### src/rtl/spi_format_pkg.sv
// Constants shared by the serial format and flags register block.
package spi_format_pkg;
  localparam int ADDR_W = 3;
  localparam int DATA_W = 8;
  // Register offsets on the plain register port.
  localparam logic [2:0] ADDR_FORMAT = 3'h0;
  localparam logic [2:0] ADDR_DATA = 3'h1;
  localparam logic [2:0] ADDR_CTRL = 3'h2;
  localparam logic [2:0] ADDR_IRQ_STAT = 3'h3;
  localparam logic [2:0] ADDR_IRQ_MASK = 3'h4;
  // Field positions of the format and flags register.
  localparam int FMT_DONE = 0;
  localparam int FMT_COLL = 1;
  localparam int FMT_SEL_EN = 2;
  localparam int FMT_ORDER = 3;
  localparam int FMT_EDGE = 4;
  localparam int FMT_IDLE = 5;
  localparam int FMT_SPARE_LO = 6;
  localparam int FMT_SPARE_HI = 7;
  localparam logic [7:0] FMT_RESET = 8'h00;
  // Control register fields.
  localparam int CTRL_ENABLE = 0;
  localparam int CTRL_MASTER = 1;
  localparam logic [1:0] CTRL_RESET = 2'h0;
  // Interrupt status and mask fields.
  localparam int IRQ_DONE = 0;
  localparam int IRQ_COLL = 1;
  localparam int IRQ_ABORT = 2;
  localparam logic [2:0] IRQ_RESET = 3'h0;
  localparam logic [3:0] BITS_PER_BYTE = 4'h8;
  // Master serial clock half period.
  localparam int SYS_CLK_MHZ = 100;
  localparam int SCK_HALF_NS = 80;
  localparam logic [3:0] SCK_HALF_CYCLES = 4'((SCK_HALF_NS * SYS_CLK_MHZ) / 1000);
  typedef enum logic [1:0] {
    ST_IDLE = 2'b01,
    ST_SHIFT = 2'b10
  } engine_state_type;
endpackage

### src/rtl/spi_format_ctrl.sv
// Serial peripheral format, flags and byte shift engine with register port.
//
// The strobed register port and the register addresses were decided locally.
`timescale 1ns/10ps
//
// Contract
// Bits 7 and 6 of the format register are plain software storage.
// Idle level select 0 keeps the serial clock high between transfers.
// Idle level select 1 keeps the serial clock low between transfers.
// Idle level and edge select together choose the drive and sample edges.
// Software sets idle level and edge before a transfer starts.
// Edge select 0 samples on trailing edges, 1 on leading edges.
// Shift order select chooses LSB or MSB first; both ends must match.
// Data write during a transfer is ignored and sets the collision flag.
// Byte completion sets the done flag, which raises an interrupt event.
// Select pin enable low floats the select pin, high uses it.
module spi_format_ctrl (
  input wire logic sys_clk_in,
  input wire logic rst_n_in,
  input wire logic [2:0] addr_in,
  input wire logic [7:0] wdata_in,
  input wire logic wr_in,
  input wire logic rd_in,
  output logic [7:0] rdata_out,
  output logic irq_out,
  input wire logic sck_in,
  output logic sck_out,
  output logic sck_oe_out,
  input wire logic sdi_in,
  output logic sdo_out,
  output logic sdo_oe_out,
  input wire logic select_n_in,
  output logic select_n_out,
  output logic select_oe_out
);
  typedef struct packed {
    logic [7:0] fmt;
    logic [7:0] shreg;
    logic [1:0] ctrl;
    logic [2:0] irq_stat;
    logic [2:0] irq_mask;
    spi_format_pkg::engine_state_type state;
    logic [3:0] bitcnt;
    logic [3:0] divcnt;
    logic sck_level;
    logic sck_meta;
    logic sck_sync;
    logic sck_prev;
    logic sel_meta;
    logic sel_sync;
    logic sdi_meta;
    logic sdi_sync;
    logic [7:0] rdata;
    logic irq;
    logic sck_drv;
    logic sck_oe;
    logic sdo;
    logic sdo_oe;
    logic sel_drv;
    logic sel_oe;
  } state_type;

  localparam state_type STATE_RESET = '{
    fmt: spi_format_pkg::FMT_RESET,
    shreg: 8'h00,
    ctrl: spi_format_pkg::CTRL_RESET,
    irq_stat: spi_format_pkg::IRQ_RESET,
    irq_mask: spi_format_pkg::IRQ_RESET,
    state: spi_format_pkg::ST_IDLE,
    bitcnt: 4'h0,
    divcnt: 4'h0,
    sck_level: 1'b1,
    sck_meta: 1'b0,
    sck_sync: 1'b0,
    sck_prev: 1'b0,
    sel_meta: 1'b1,
    sel_sync: 1'b1,
    sdi_meta: 1'b0,
    sdi_sync: 1'b0,
    rdata: 8'h00,
    irq: 1'b0,
    sck_drv: 1'b1,
    sck_oe: 1'b0,
    sdo: 1'b1,
    sdo_oe: 1'b0,
    sel_drv: 1'b1,
    sel_oe: 1'b0
  };

  state_type st;
  state_type nx;
  logic idle_level;
  logic master_en;
  logic slave_en;
  logic busy;
  logic edge_evt;
  logic edge_lead;
  logic sample_evt;
  logic data_wr;
  logic coll_evt;
  logic done_evt;
  logic abort_evt;

  always_comb begin
    nx = st;
    nx.sck_meta = sck_in;
    nx.sck_sync = st.sck_meta;
    nx.sck_prev = st.sck_sync;
    nx.sel_meta = select_n_in;
    nx.sel_sync = st.sel_meta;
    nx.sdi_meta = sdi_in;
    nx.sdi_sync = st.sdi_meta;
    idle_level = ~st.fmt[spi_format_pkg::FMT_IDLE];
    master_en = st.ctrl[spi_format_pkg::CTRL_ENABLE] & st.ctrl[spi_format_pkg::CTRL_MASTER];
    slave_en = st.ctrl[spi_format_pkg::CTRL_ENABLE] & ~st.ctrl[spi_format_pkg::CTRL_MASTER];
    busy = (st.state == spi_format_pkg::ST_SHIFT);
    edge_evt = 1'b0;
    edge_lead = 1'b0;
    data_wr = wr_in && (addr_in == spi_format_pkg::ADDR_DATA);
    coll_evt = data_wr && busy;
    done_evt = 1'b0;
    abort_evt = 1'b0;

    // Clock edges: generated in master mode, found on the synced pin in slave mode.
    if (master_en && busy) begin
      if (st.divcnt == 4'h0) begin
        nx.divcnt = spi_format_pkg::SCK_HALF_CYCLES - 4'h1;
        nx.sck_level = ~st.sck_level;
        edge_evt = (st.bitcnt != spi_format_pkg::BITS_PER_BYTE);
        edge_lead = (st.sck_level == idle_level);
      end else begin
        nx.divcnt = st.divcnt - 4'h1;
      end
    end else if (slave_en && (~st.fmt[spi_format_pkg::FMT_SEL_EN] || ~st.sel_sync)) begin
      edge_evt = (st.sck_sync != st.sck_prev);
      edge_lead = (st.sck_sync != idle_level);
    end
    sample_evt = edge_evt && (edge_lead == st.fmt[spi_format_pkg::FMT_EDGE]);

    if (sample_evt) begin
      if (st.fmt[spi_format_pkg::FMT_ORDER]) begin
        nx.shreg = {st.shreg[6:0], st.sdi_sync};
      end else begin
        nx.shreg = {st.sdi_sync, st.shreg[7:1]};
      end
      nx.bitcnt = st.bitcnt + 4'h1;
      nx.state = spi_format_pkg::ST_SHIFT;
    end

    // A master ends once the clock is back at idle; a slave ends the cycle after its eighth sample.
    if (busy && (st.bitcnt == spi_format_pkg::BITS_PER_BYTE)
        && (!master_en || st.sck_level == idle_level)) begin
      done_evt = 1'b1;
    end
    if (slave_en && busy && st.fmt[spi_format_pkg::FMT_SEL_EN] && st.sel_sync
        && !done_evt) begin
      abort_evt = 1'b1;
    end
    if (done_evt || abort_evt) begin
      nx.state = spi_format_pkg::ST_IDLE;
      nx.bitcnt = 4'h0;
    end

    if (!busy) begin
      nx.sck_level = idle_level;
    end

    // Register writes.
    if (wr_in) begin
      unique case (addr_in)
        spi_format_pkg::ADDR_FORMAT: begin
          nx.fmt = wdata_in;
        end
        spi_format_pkg::ADDR_DATA: begin
          if (!busy) begin
            nx.shreg = wdata_in;
            if (master_en) begin
              nx.state = spi_format_pkg::ST_SHIFT;
              nx.bitcnt = 4'h0;
              nx.divcnt = spi_format_pkg::SCK_HALF_CYCLES - 4'h1;
              nx.sck_level = idle_level;
            end
          end
        end
        spi_format_pkg::ADDR_CTRL: begin
          nx.ctrl = wdata_in[1:0];
        end
        spi_format_pkg::ADDR_IRQ_MASK: begin
          nx.irq_mask = wdata_in[2:0];
        end
        default: begin
        end
      endcase
    end

    // Register reads; status clears on read, and a new event wins over the clear.
    nx.rdata = 8'h00;
    if (rd_in) begin
      unique case (addr_in)
        spi_format_pkg::ADDR_FORMAT: nx.rdata = st.fmt;
        spi_format_pkg::ADDR_DATA: nx.rdata = st.shreg;
        spi_format_pkg::ADDR_CTRL: nx.rdata = {6'h00, st.ctrl};
        spi_format_pkg::ADDR_IRQ_STAT: begin
          nx.rdata = {5'h00, st.irq_stat};
          nx.irq_stat = 3'h0;
        end
        spi_format_pkg::ADDR_IRQ_MASK: nx.rdata = {5'h00, st.irq_mask};
        default: nx.rdata = 8'h00;
      endcase
    end
    if (coll_evt) begin
      nx.fmt[spi_format_pkg::FMT_COLL] = 1'b1;
      nx.irq_stat[spi_format_pkg::IRQ_COLL] = 1'b1;
    end
    if (done_evt || abort_evt) begin
      nx.fmt[spi_format_pkg::FMT_DONE] = 1'b1;
      nx.irq_stat[spi_format_pkg::IRQ_DONE] = 1'b1;
    end
    if (abort_evt) begin
      nx.irq_stat[spi_format_pkg::IRQ_ABORT] = 1'b1;
    end
    nx.irq = |(nx.irq_stat & nx.irq_mask);

    // Pin drivers.
    nx.sck_drv = master_en ? nx.sck_level : idle_level;
    nx.sck_oe = master_en;
    // Data moves only on drive edges or while idle, so it never changes under the far end's sample edge.
    if (!busy || (edge_evt && !sample_evt)) begin
      nx.sdo = nx.fmt[spi_format_pkg::FMT_ORDER] ? nx.shreg[7] : nx.shreg[0];
    end
    nx.sdo_oe = st.ctrl[spi_format_pkg::CTRL_ENABLE];
    nx.sel_drv = ~(master_en && nx.state == spi_format_pkg::ST_SHIFT);
    nx.sel_oe = master_en && st.fmt[spi_format_pkg::FMT_SEL_EN];
  end

  always_ff @(posedge sys_clk_in or negedge rst_n_in) begin
    if (!rst_n_in) begin
      st <= STATE_RESET;
    end else begin
      st <= nx;
    end
  end

  assign rdata_out = st.rdata;
  assign irq_out = st.irq;
  assign sck_out = st.sck_drv;
  assign sck_oe_out = st.sck_oe;
  assign sdo_out = st.sdo;
  assign sdo_oe_out = st.sdo_oe;
  assign select_n_out = st.sel_drv;
  assign select_oe_out = st.sel_oe;
endmodule

### config.mk
export PLATFORM = sky130hd
export DESIGN_NAME = spi_format_ctrl
export DESIGN_NICKNAME = d
export VERILOG_FILES = /design/src/rtl/spi_format_pkg.sv /design/src/rtl/spi_format_ctrl.sv
export SDC_FILE = /design/constraint.sdc
export NUM_CORES = 1
export LEC_CHECK = 0
export ABC_AREA = 1
export BUFFER_PORTS_ARGS = -buffer_cell sky130_fd_sc_hd__buf_2
export CAP_MARGIN = 10
export CORE_AREA = 4 4 90 92
export DETAILED_ROUTE_END_ITERATION = 6
export DIE_AREA = 0 0 94 96
export HOLD_SLACK_MARGIN = 0.12
export PLACE_DENSITY = 0.67
export SLEW_MARGIN = 20
export SYNTH_ARGS = -nofsm -noshare
export SYNTH_HDL_FRONTEND = slang
export SYNTH_SLANG_ARGS = --single-unit
### constraint.sdc
create_clock -name sys_clk_in -period 3.6 [get_ports sys_clk_in]
set_input_delay 0.54 -clock sys_clk_in [delete_from_list [all_inputs] [get_ports sys_clk_in]]
set_output_delay 0.54 -clock sys_clk_in [all_outputs]
set_load 0.01 [all_outputs]
==> flow_metrics.py, run 1 <==
metrics = {
    "grt": {
        "grt_max_degree": 41,
        "antenna_found_initial": 0,
        "grt_pass1_vias": 2159,
        "grt_pass1_wl_mm": 10.36,
        "grt_usage_pct": 15.08,
        "grt_overflow": 0,
    },
    "clock_tree": {
        "cts_hold_buffers": 0,
        "numCtsBuffers": 9,
        "cts_setup_buffers": 0,
        "cts_root_buf": "clkbuf_8",
        "cts_max_level": 3,
        "clockBufferDepth": 2,
        "clk_latency_ns": 0.34,
        "cts_tree": "done",
        "ctsResizeCount": 0,
        "path_clk_slew_ns": 0.07,
        "numClockSinks": 57,
    },
    "yosys": {
        "synth_top_family_by_area": "simple AND/OR/NAND/NOR gates",
        "syn_nets": 339,
        "synth_edf_count": 0,
        "synth_commonest_cells": "nand2_1 (76), dfrtp_1 (50), inv_1 (40), o21ai_0 (23), nor2_1 (16)",
        "ys_seq_area_share_pct": 50.22,
        "synth_cell_types": 39,
        "synth_area_per_cell_um2": 8.987,
        "syn_area_um2": 2858,
        "ys_async_sr_fraction_pct": 100.0,
        "yosysMostFrequentCell": "nand2_1",
        "synth.mux.area_fraction_pct": 0,
        "synth_seq_cells": 57,
        "synthXorXnorAreaFrac_pct": 1.226,
        "synthTopCellsByArea": "dfrtp_1 (44%), nand2_1 (10%), dfstp_2 (6.4%)",
        "synthSimpleGateAreaFrac_pct": 24.69,
        "yosysTopAreaCell": "dfrtp_1",
        "yosysWarnings": 0,
        "synth_top_area_share_pct": 43.78,
        "synth_compound_area_share_pct": 12.70,
        "synth_flop_cell": "dfrtp_1",
        "synthCells": 318,
        "synthAdderAreaFrac_pct": 1.313,
    },
    "power_and_ir_drop": {
        "netSwitchingPower_uw": 798.0,
        "switching_share_pct": 35.51,
        "ir_drop_mv": 0.2644,
        "seqPwrFrac_pct": 43.8,
        "power_density_nw_per_um2": 684.5,
        "p_leak_uw": 0.001625,
        "p_int_uw": 1449,
        "combPwrFrac_pct": 26.1,
        "p_clk_share_pct": 30.1,
    },
    "sta": {
        "finalCritPeriodShare_pct": 57.87,
        "setup_viol": 0,
        "rsz0062_at_grt": "no",
        "drv_slew": 0,
        "timing.hold.ws_ns": 0.2942,
        "tightest_slew_ns": 0.8747,
        "max_freq_mhz": 480.0,
        "fin_worst_skew_ns": 0.009278,
        "slew_headroom_pct": 41.69,
        "finalHoldViolations": 0,
        "setup-tns-final_ns": 0,
        "fin_crit_ns": 2.083,
    },
    "final_layout": {
        "syn_to_final_growth_pct": 14.89,
        "fillers": 709,
        "layout-drive-gt1-share_pct": 24.51,
        "multiInputGateArea_um2": 1141,
        "diodes": 0,
        "final_nets": 371,
        "regArea_um2": 1435,
    },
    "critical_path": {
        "arrival_ns": 2.30,
        "reg2reg_slack_ns": 1.52,
        "crit_end": "st[42]$_DFF_PN0_",
        "crit_start": "st[23]$_DFF_PN0_",
        "r2r_end": "st[42]$_DFF_PN0_",
        "slowest_delay_ns": 0.36,
        "r2r-start": "st[23]$_DFF_PN0_",
        "worstSetupEndpointType": "flop",
        "cp_top_family": "simple AND/OR/NAND/NOR gates",
        "cp_max_fo": 12,
        "criticalPathCategory": "flop to flop",
        "worst_ep_required_time_ns": 3.81,
        "cp_num_buf_inv": 2,
        "crit_slowest_cell": "dfrtp_1",
        "path_cells": "inv_1, ha_1, nand2_1, nor2_1, nand3_2, nand3_2, nand3_4, inv_2, o211ai_1, o211ai_1, o21ai_0",
        "cp.depth": 11,
        "worst-r2r-cell-count": 11,
        "cp-start-kind": "flop",
    },
    "status": {
        "outcome": "finished, final reports clean",
    },
    "flow_run": {
        "drv_cap": 0,
    },
    "routing": {
        "first_pass_iters": 4,
        "drt-wirelength-per-cell_um": 13.51,
        "drt-total-wl_mm": 6.132,
        "vias": 2196,
        "drtIter0Drc": 152,
        "postRouteAntennaNets": 0,
        "drcViolationCount": 0,
        "vias_per_cell": 4.837,
    },
    "floorplanning": {
        "fp.dieArea_um2": 9024,
        "die_h_um": 96,
        "rows": 31,
        "core-area_um2": 7214,
        "start_util_pct": 39.61,
        "pin_count": 33,
        "die_x_um": 94,
    },
    "place": {
        "gp_congestion": 0.8774,
        "port_buffers": 32,
        "dpl.hpwl_mm": 4.483,
    },
    "min_path": {
        "hold_class": "input port to flop",
    },
}
[metrics by stage]
step	instance area, µm²	worst slack, ns	instances	utilization (%)	total power, µW
after floorplan	2858	1.922	318	-	1410
after global placement	3057	1.469	438	42.37	1566
after detailed placement	3057	1.390	438	42.37	1581
after CTS	3283	1.541	454	45.51	2270
after global routing	3283	1.284	454	45.51	2411
final	3283	1.517	454	45.51	2247
[worst min path at each step]
stage | startpoint | endpoint | slack, ns | cells past startpoint
global route | select_n_in | nx[17]$_DFF_PN1_ | 0.28 | 1
floorplan | rst_n_in | irq_out$_DFF_PN0_ | 0.24 | 0
finish | select_n_in | nx[17]$_DFF_PN1_ | 0.29 | 1
global placement | nx[20]$_DFF_PN0_ | nx[19]$_DFF_PN0_ | 0.33 | 0
detailed placement | nx[15]$_DFF_PN0_ | st[15]$_DFF_PN0_ | 0.34 | 0
CTS | select_n_in | nx[17]$_DFF_PN1_ | 0.28 | 1
[area by class of cell]
type / instances / area share, %
Inverter: 49 / 5.755
Clock inverter: 7 / 3.125
Timing Repair Buffer: 33 / 5.107
Clock buffer: 9 / 3.773
Tap cell: 99 / 3.773
Multi-Input combinational cell: 200 / 34.76
Sequential cell: 57 / 43.71
[placed cells by master (no fill, tap or decap), types with 3 or more instances in the layout]
master / instances
nand2_1: 76
dfrtp_1: 50
inv_1: 40
buf_2: 32
o21ai_0: 23
nor2_1: 16
nand3_1: 14
a21oi_1: 10
o211ai_1: 9
clkbuf_8: 9
dfstp_2: 7
inv_2: 6
nand2_4: 4
nor2_4: 4
nand3_2: 4
o21ai_1: 4
a31oi_1: 4
nand2_2: 3
clkinv_4: 3
xor2_1: 3
nand4_1: 3
a221oi_1: 3
ha_1: 3
[worst register-to-register path: stages (launching register included)]
cell      delay [ns]
dfrtp_1         0.36
inv_1           0.10
ha_1            0.23
nand2_1         0.07
nor2_1          0.16
nand3_2         0.13
nand3_2         0.13
nand3_4         0.19
inv_2           0.26
o211ai_1        0.13
o211ai_1        0.10
o21ai_0         0.10
[kinds of logic (layout without fill, tap and decap cells)]
group,Yosys count,in the layout
and+or+nand+nor,134,134
buffers and inverters,61,98
AOI/OAI and AO/OA,59,59
DFF,57,57
xor gates and xnor gates,4,4
adders and majority gates,3,3
[state kept, by name, summed over array words and instances (netlist names)]
| register | cells |
|---|---|
| select_oe_out | 1 |
| st | 37 |
| irq_out | 1 |
| sck_oe_out | 1 |
| nx | 5 |
| sdo_oe_out | 1 |
| sdo_out | 1 |
| select_n_out | 1 |
| rdata_out | 8 |
| sck_out | 1 |
[routing by layer]
layer	track usage, %	vias up	share of wire, %	routed length [µm]
met5	0	-	0	0
met4	6.378	0	2.9	175
met3	5.864	15	6.0	365
met2	23.60	60	46	2820
met1	18.62	1031	45	2770
li1	-	1090	-	-
[power by group through the flow]
stage / clock (µW) / sequential [µW] / combinational (µW)
finish: 677 / 984 / 587
global placement: 0 / 991 / 575
CTS: 693 / 982 / 595
global route: 725 / 1010 / 679
floorplan: 0 / 959 / 451
detailed placement: 0 / 990 / 591
Note: power is estimated with default switching activity, not from simulation.
==> inputs of run 2 (changes only) <==
Settings changed: PLACE_DENSITY 0.67 to 0.69.
Clock period 3.6 ns to 1.79 ns, I/O delays scaled along.
==> run 2 against run 1 <==
Net effect: combinational power increased to 2.6 times the previous value; clock skew is 0.0019 ns lower; setup slack got worse by 1.5 ns; sequential power grew 100%; cell count up 6.4%; highest routed layer unchanged.
==> flow_metrics.py, run 2 (synthesis gave the netlist of run 1 again) <==
metrics = {
    "critical_path": {
        "r2r-start": "st[31]$_DFF_PN1_",
        "r2r_end": "select_n_out$_DFF_PN1_",
        "criticalPathCategory": "flop to flop",
        "reg2reg_slack_ns": 0.02,
        "arrival_ns": 2.05,
        "worst-r2r-cell-count": 10,
        "cp_max_fo": 3,
        "cp-start-kind": "flop",
        "worst_ep_required_time_ns": 2.07,
        "worstSetupEndpointType": "flop",
    },
    "final_layout": {
        "multiInputGateArea_um2": 1194,
        "diodes": 0,
        "top_register": "st",
        "mostFrequentLayoutCell": "nand2_1",
        "regArea_um2": 1438,
        "postLayoutCoreUtil_pct": 50.02,
        "largest_reg_flops": 37,
        "stdcell_count": 483,
        "final_nets": 400,
        "layout-drive-gt1-share_pct": 32.81,
        "fillers": 693,
        "syn_to_final_growth_pct": 26.27,
        "final_cell_mix": "nand2_1 (72), dfrtp_1 (48), inv_1 (37), buf_2 (32), buf_4 (23)",
    },
    "floorplanning": {
        "die_x_um": 94,
        "start_util_pct": 39.61,
        "rows": 31,
        "pin_count": 33,
        "fp.dieArea_um2": 9024,
        "core-area_um2": 7214,
        "die_h_um": 96,
    },
    "routing": {
        "drt-total-wl_mm": 6.570,
        "highest_layer": "met4",
        "route.met3.wl_um": 348,
        "drtIter0Drc": 81,
        "drcViolationCount": 0,
        "wl_met2_mm": 3.213,
        "wl_met1_mm": 2.780,
        "first_pass_iters": 4,
        "drt-wirelength-per-cell_um": 13.60,
        "postRouteAntennaNets": 0,
        "vias": 2353,
        "vias_per_cell": 4.872,
    },
    "power_and_ir_drop": {
        "p_leak_uw": 0.001781,
        "finalPower_uw": 4988,
        "ir_drop_mv": 0.4955,
        "power_density_nw_per_um2": 1382,
    },
    "sta": {
        "rsz0062_at_grt": "yes",
        "slew_headroom_pct": 75.70,
        "fin_worst_skew_ns": 0.007344,
        "setup_viol": 0,
        "tightest_slew_ns": 0.3617,
        "finalHoldViolations": 0,
        "drv_slew": 0,
        "timing.hold.ws_ns": 0.1434,
        "max_freq_mhz": 565.2,
        "finalCritPeriodShare_pct": 98.84,
        "fin_crit_ns": 1.769,
    },
    "place": {
        "gp_congestion": 0.9247,
        "place_inst": 453,
        "port_buffers": 32,
        "dpl.hpwl_mm": 4.487,
    },
    "clock_tree": {
        "numClockSinks": 57,
        "numCtsBuffers": 9,
        "path_clk_slew_ns": 0.07,
        "clockBufferDepth": 2,
        "cts_max_level": 3,
        "cts_root_buf": "clkbuf_8",
        "cts_tree": "done",
        "clk_latency_ns": 0.34,
    },
    "status": {
        "outcome": "finished, final reports clean",
    },
    "min_path": {
        "holdPathEnd": "st[51]$_DFFE_PN0P_",
        "hold_path_depth": 3,
        "hold_class": "input port to flop",
        "hold_start": "wdata_in[2]",
    },
    "grt": {
        "antenna_found_initial": 0,
        "grt_pass1_vias": 2316,
        "grt_max_degree": 58,
        "grt_usage_pct": 15.60,
        "grt_pass1_wl_mm": 10.71,
        "grt_overflow": 0,
    },
    "flow_run": {
        "drv_cap": 0,
    },
}
run 2: timing repair:
| action | in CTS | in global routing |
|---|---|---|
| hold buffers | 4 | 0 |
| resized for setup | 3 | 21 |
| hold endpoints to repair | 53 | 0 |
| setup endpoints to repair | 4 | 17 |
| setup buffers | 0 | 10 |
| pin swaps | 0 | 2 |
run 2: worst max-delay path: stages (launching register included):
cell	delay, ns
dfstp_2	0.41
inv_2	0.08
nand2_4	0.06
buf_4	0.13
nor3_1	0.32
nor2_2	0.11
inv_1	0.13
buf_4	0.12
a21oi_1	0.03
or2_1	0.23
nand3_1	0.09
run 2: through the flow:
step                      area, µm²  setup TNS (ns)  worst slack [ns]
final                          3608               0           0.02080
after global routing           3608         -0.2056          -0.08367
after CTS                      3473               0           0.01257
after detailed placement       3182        -0.01346          -0.01346
after global placement         3182               0           0.03204
after floorplan                2858               0            0.1118
run 2: power breakdown:
part	internal, µW	switching (µW)
Combinational	655	845
Sequential	1690	306
Clock	960	535
run 2: layout make-up:
cell class	count	share of cell area [%]
Clock buffer	11	3.918
Clock inverter	5	2.843
Inverter	49	5.374
Multi-Input combinational cell	200	33.08
Sequential cell	57	39.84
Tap cell	99	3.433
Timing Repair Buffer	62	11.51
run 2: layer usage:
layer,vias up,GRT usage [%]
met5,-,0
met4,0,9.868
met3,20,3.284
met2,59,25.13
met1,1124,19.08
li1,1150,-
run 2: worst max-delay path by stage:
stage                                   endpoint  cells past startpoint  slack, ns             start
after floorplan                 st[42]$_DFF_PN0_                     12       0.11  st[23]$_DFF_PN0_
after global placement    select_n_out$_DFF_PN1_                     12       0.03  st[24]$_DFF_PN0_
after detailed placement        st[42]$_DFF_PN0_                     11      -0.01  st[24]$_DFF_PN0_
after CTS                 select_n_out$_DFF_PN1_                     12       0.01  st[27]$_DFF_PN0_
after global routing      select_n_out$_DFF_PN1_                     12      -0.08  st[27]$_DFF_PN0_
final                     select_n_out$_DFF_PN1_                     10       0.02  st[31]$_DFF_PN1_
==> inputs of run 3 (changes only) <==
Settings changed: ABC_AREA 1 to 0, BUFFER_PORTS_ARGS -buffer_cell sky130_fd_sc_hd__buf_2 to -buffer_cell sky130_fd_sc_hd__buf_4.
==> run 3 against run 2 <==
Net effect: the run now ends with negative setup slack left; total power grew 5.7%; first-iteration DRC count increased by 25%; routed wire length shrank 3.0%; critical path type unchanged; worst hold slack improved by 0.0034 ns; largest cell class unchanged; clock power is essentially flat; fmax shrank 9.0%; via count down 11%; synthesized area shrank 0.13%; combinational power rose by 21%; highest routed layer unchanged; non-clock buffer count is 8 higher; sequential share of layout area down 1.2 points.
==> flow_metrics.py, run 3 <==
metrics = {
    "status": {
        "outcome": "finished with violations",
        "violations": "negative setup slack",
    },
    "grt": {
        "grt_pass1_wl_mm": 10.18,
        "grt_usage_pct": 14.90,
        "grt_pass1_vias": 2039,
        "antenna_found_initial": 0,
        "grt_max_degree": 58,
        "grt_overflow": 0,
    },
    "clock_tree": {
        "clk_latency_ns": 0.34,
        "cts_tree": "done",
        "cts_root_buf": "clkbuf_8",
        "numCtsBuffers": 9,
        "clockBufferDepth": 2,
        "path_clk_slew_ns": 0.07,
        "numClockSinks": 57,
        "cts_max_level": 3,
    },
    "floorplanning": {
        "core-area_um2": 7214,
        "fp.dieArea_um2": 9024,
        "rows": 31,
        "start_util_pct": 39.56,
        "die_x_um": 94,
        "die_h_um": 96,
        "pin_count": 33,
    },
    "final_layout": {
        "final_nets": 336,
        "top_register": "st",
        "syn_to_final_growth_pct": 30.16,
        "layout-drive-gt1-share_pct": 41.25,
        "fillers": 670,
        "stdcell_count": 419,
        "largest_reg_flops": 37,
        "final_cell_mix": "buf_4 (64), dfrtp_1 (50), nand2_1 (25), mux2_2 (16), mux2i_1 (16)",
        "regArea_um2": 1435,
        "postLayoutCoreUtil_pct": 51.49,
        "diodes": 0,
        "mostFrequentLayoutCell": "buf_4",
        "multiInputGateArea_um2": 1343,
    },
    "critical_path": {
        "crit_slowest_cell": "dfrtp_1",
        "reg2reg_slack_ns": -0.15,
        "path_cells": "inv_1, ha_2, nor3b_4, and3_4, o211ai_4, a21o_1, a2111oi_4, a211oi_2",
        "worst-r2r-cell-count": 8,
        "criticalPathCategory": "flop to flop",
        "worst_ep_required_time_ns": 2.05,
        "r2r_end": "sdo_out$_DFFE_PN1P_",
        "r2r-start": "st[23]$_DFF_PN0_",
        "slowest_delay_ns": 0.38,
        "arrival_ns": 2.21,
        "worstSetupEndpointType": "flop",
        "cp-start-kind": "flop",
        "cp_max_fo": 6,
    },
    "routing": {
        "postRouteAntennaNets": 0,
        "vias_per_cell": 4.988,
        "drt-total-wl_mm": 6.370,
        "drt-wirelength-per-cell_um": 15.20,
        "first_pass_iters": 4,
        "vias": 2090,
        "drtIter0Drc": 101,
        "drcViolationCount": 0,
    },
    "place": {
        "pre_cts_slack_ns": -0.1447,
        "place_inst": 391,
        "port_buffers": 32,
        "dpl.hpwl_mm": 4.376,
        "gp_congestion": 0.8668,
    },
    "yosys": {
        "synthTopCellsByArea": "dfrtp_1 (44%), dfstp_2 (6.4%), mux2_2 (6.3%)",
        "synth_seq_cells": 57,
        "synth_flop_cell": "dfrtp_1",
        "ys_seq_area_share_pct": 50.28,
        "syn_nets": 271,
        "syn_area_um2": 2854,
        "synth_edf_count": 0,
        "yosysTopAreaCell": "dfrtp_1",
        "synth_top_area_share_pct": 43.84,
        "synth_commonest_cells": "dfrtp_1 (50), nand2_1 (26), mux2_2 (16), mux2i_1 (16), nor2_1 (15)",
        "synthCells": 250,
        "yosysWarnings": 0,
        "synth_area_per_cell_um2": 11.42,
        "ys_async_sr_fraction_pct": 100.0,
        "synth_cell_types": 55,
        "yosysMostFrequentCell": "dfrtp_1",
    },
    "sta": {
        "finalCritPeriodShare_pct": 108.7,
        "setup_viol": 12,
        "fin_ws_ns": -0.1549,
        "max_freq_mhz": 514.2,
        "finalHoldViolations": 0,
        "tightest_slew_ns": 0.7110,
        "slew_headroom_pct": 52.60,
        "drv_slew": 0,
        "fin_crit_ns": 1.945,
        "rsz0062_at_grt": "yes",
        "fin_worst_skew_ns": 0.01306,
    },
    "min_path": {
        "hold_start": "wdata_in[4]",
        "hold_path_depth": 3,
        "holdPathEnd": "st[45]$_DFF_PN0_",
        "hold_class": "input port to flop",
    },
    "power_and_ir_drop": {
        "power_density_nw_per_um2": 1420,
        "ir_drop_mv": 0.5306,
        "p_leak_uw": 0.001683,
    },
    "flow_run": {
        "drv_cap": 0,
    },
}
## run 3: worst max path at each step
stage,startpoint,to,depth (start not counted)
2_1_floorplan,st[23]$_DFF_PN0_,sdo_out$_DFFE_PN1P_,8
3_3_place_gp,st[31]$_DFF_PN1_,st[47]$_DFF_PN0_,6
3_5_place_dp,st[23]$_DFF_PN0_,st[46]$_DFF_PN0_,8
4_1_cts,st[23]$_DFF_PN0_,sdo_out$_DFFE_PN1P_,8
5_1_grt,st[24]$_DFF_PN0_,sdo_out$_DFFE_PN1P_,8
6_report,st[23]$_DFF_PN0_,sdo_out$_DFFE_PN1P_,8
## run 3: area by class of cell
cell class,instances,share of cell area [%]
clock inverter,5,2.762
tap,99,3.334
inverter,7,0.7073
clock buffer,11,3.806
sequential,57,38.63
timing repair buffer,70,14.62
multi-input combinational,170,36.14
## run 3: cell families after synthesis
group,Yosys count,synth area share (%)
AOI/OAI and AO/OA,44,11.79
adders and majority gates,3,1.315
buffers and inverters,24,4.866
and+or+nand+nor,79,15.48
muxes,34,13.50
xor gates and xnor gates,9,2.762
DFF,57,50.29
## run 3: worst max-delay path, delay by kind of cell (launching register included)
family | cells | cell delay (ns)
flip-flops | 1 | 0.38
AO/OA/AOI/OAI | 4 | 0.77
adder cells (fa/ha/maj) | 1 | 0.16
buffers and inverters | 1 | 0.06
AND/OR/NAND/NOR | 2 | 0.49
## run 3: metrics by stage
stage	total power, µW	TNS, ns	hold slack (ns)	instance area [µm²]
after floorplan	2992	-0.6623	-0.02709	2856
after global placement	3569	-0.4506	0.3341	3317
after detailed placement	3610	-1.052	0.3364	3317
after CTS	5179	-0.7811	0.1361	3656
after global routing	5575	-2.968	0.1480	3715
final	5273	-1.187	0.1468	3715
## run 3: layer usage
| layer | track usage, % | wire (µm) | vias to the layer above |
|---|---|---|---|
| met3 | 4.613 | 249 | 7 |
| met5 | 0 | 0 | - |
| li1 | - | - | 1006 |
| met4 | 5.415 | 81 | 0 |
| met1 | 20.23 | 2964 | 1041 |
| met2 | 22.47 | 3074 | 36 |
## run 3: timing repair
item                                   CTS  global route
gates cloned                             1             0
endpoints found under the hold margin   53             0
resized for setup                        6             8
pin swaps                               10            15
hold buffers                             4             0
setup endpoints to repair               15            17
buffers inserted                         3             5
## run 3: report_power, final
group | internal (µW) | leakage [µW] | switching, µW
sequential | 1680 | 0.000684 | 296
clock | 961 | 0.000120 | 523
combinational | 965 | 0.000880 | 845
total | 3610 | 0.00168 | 1660
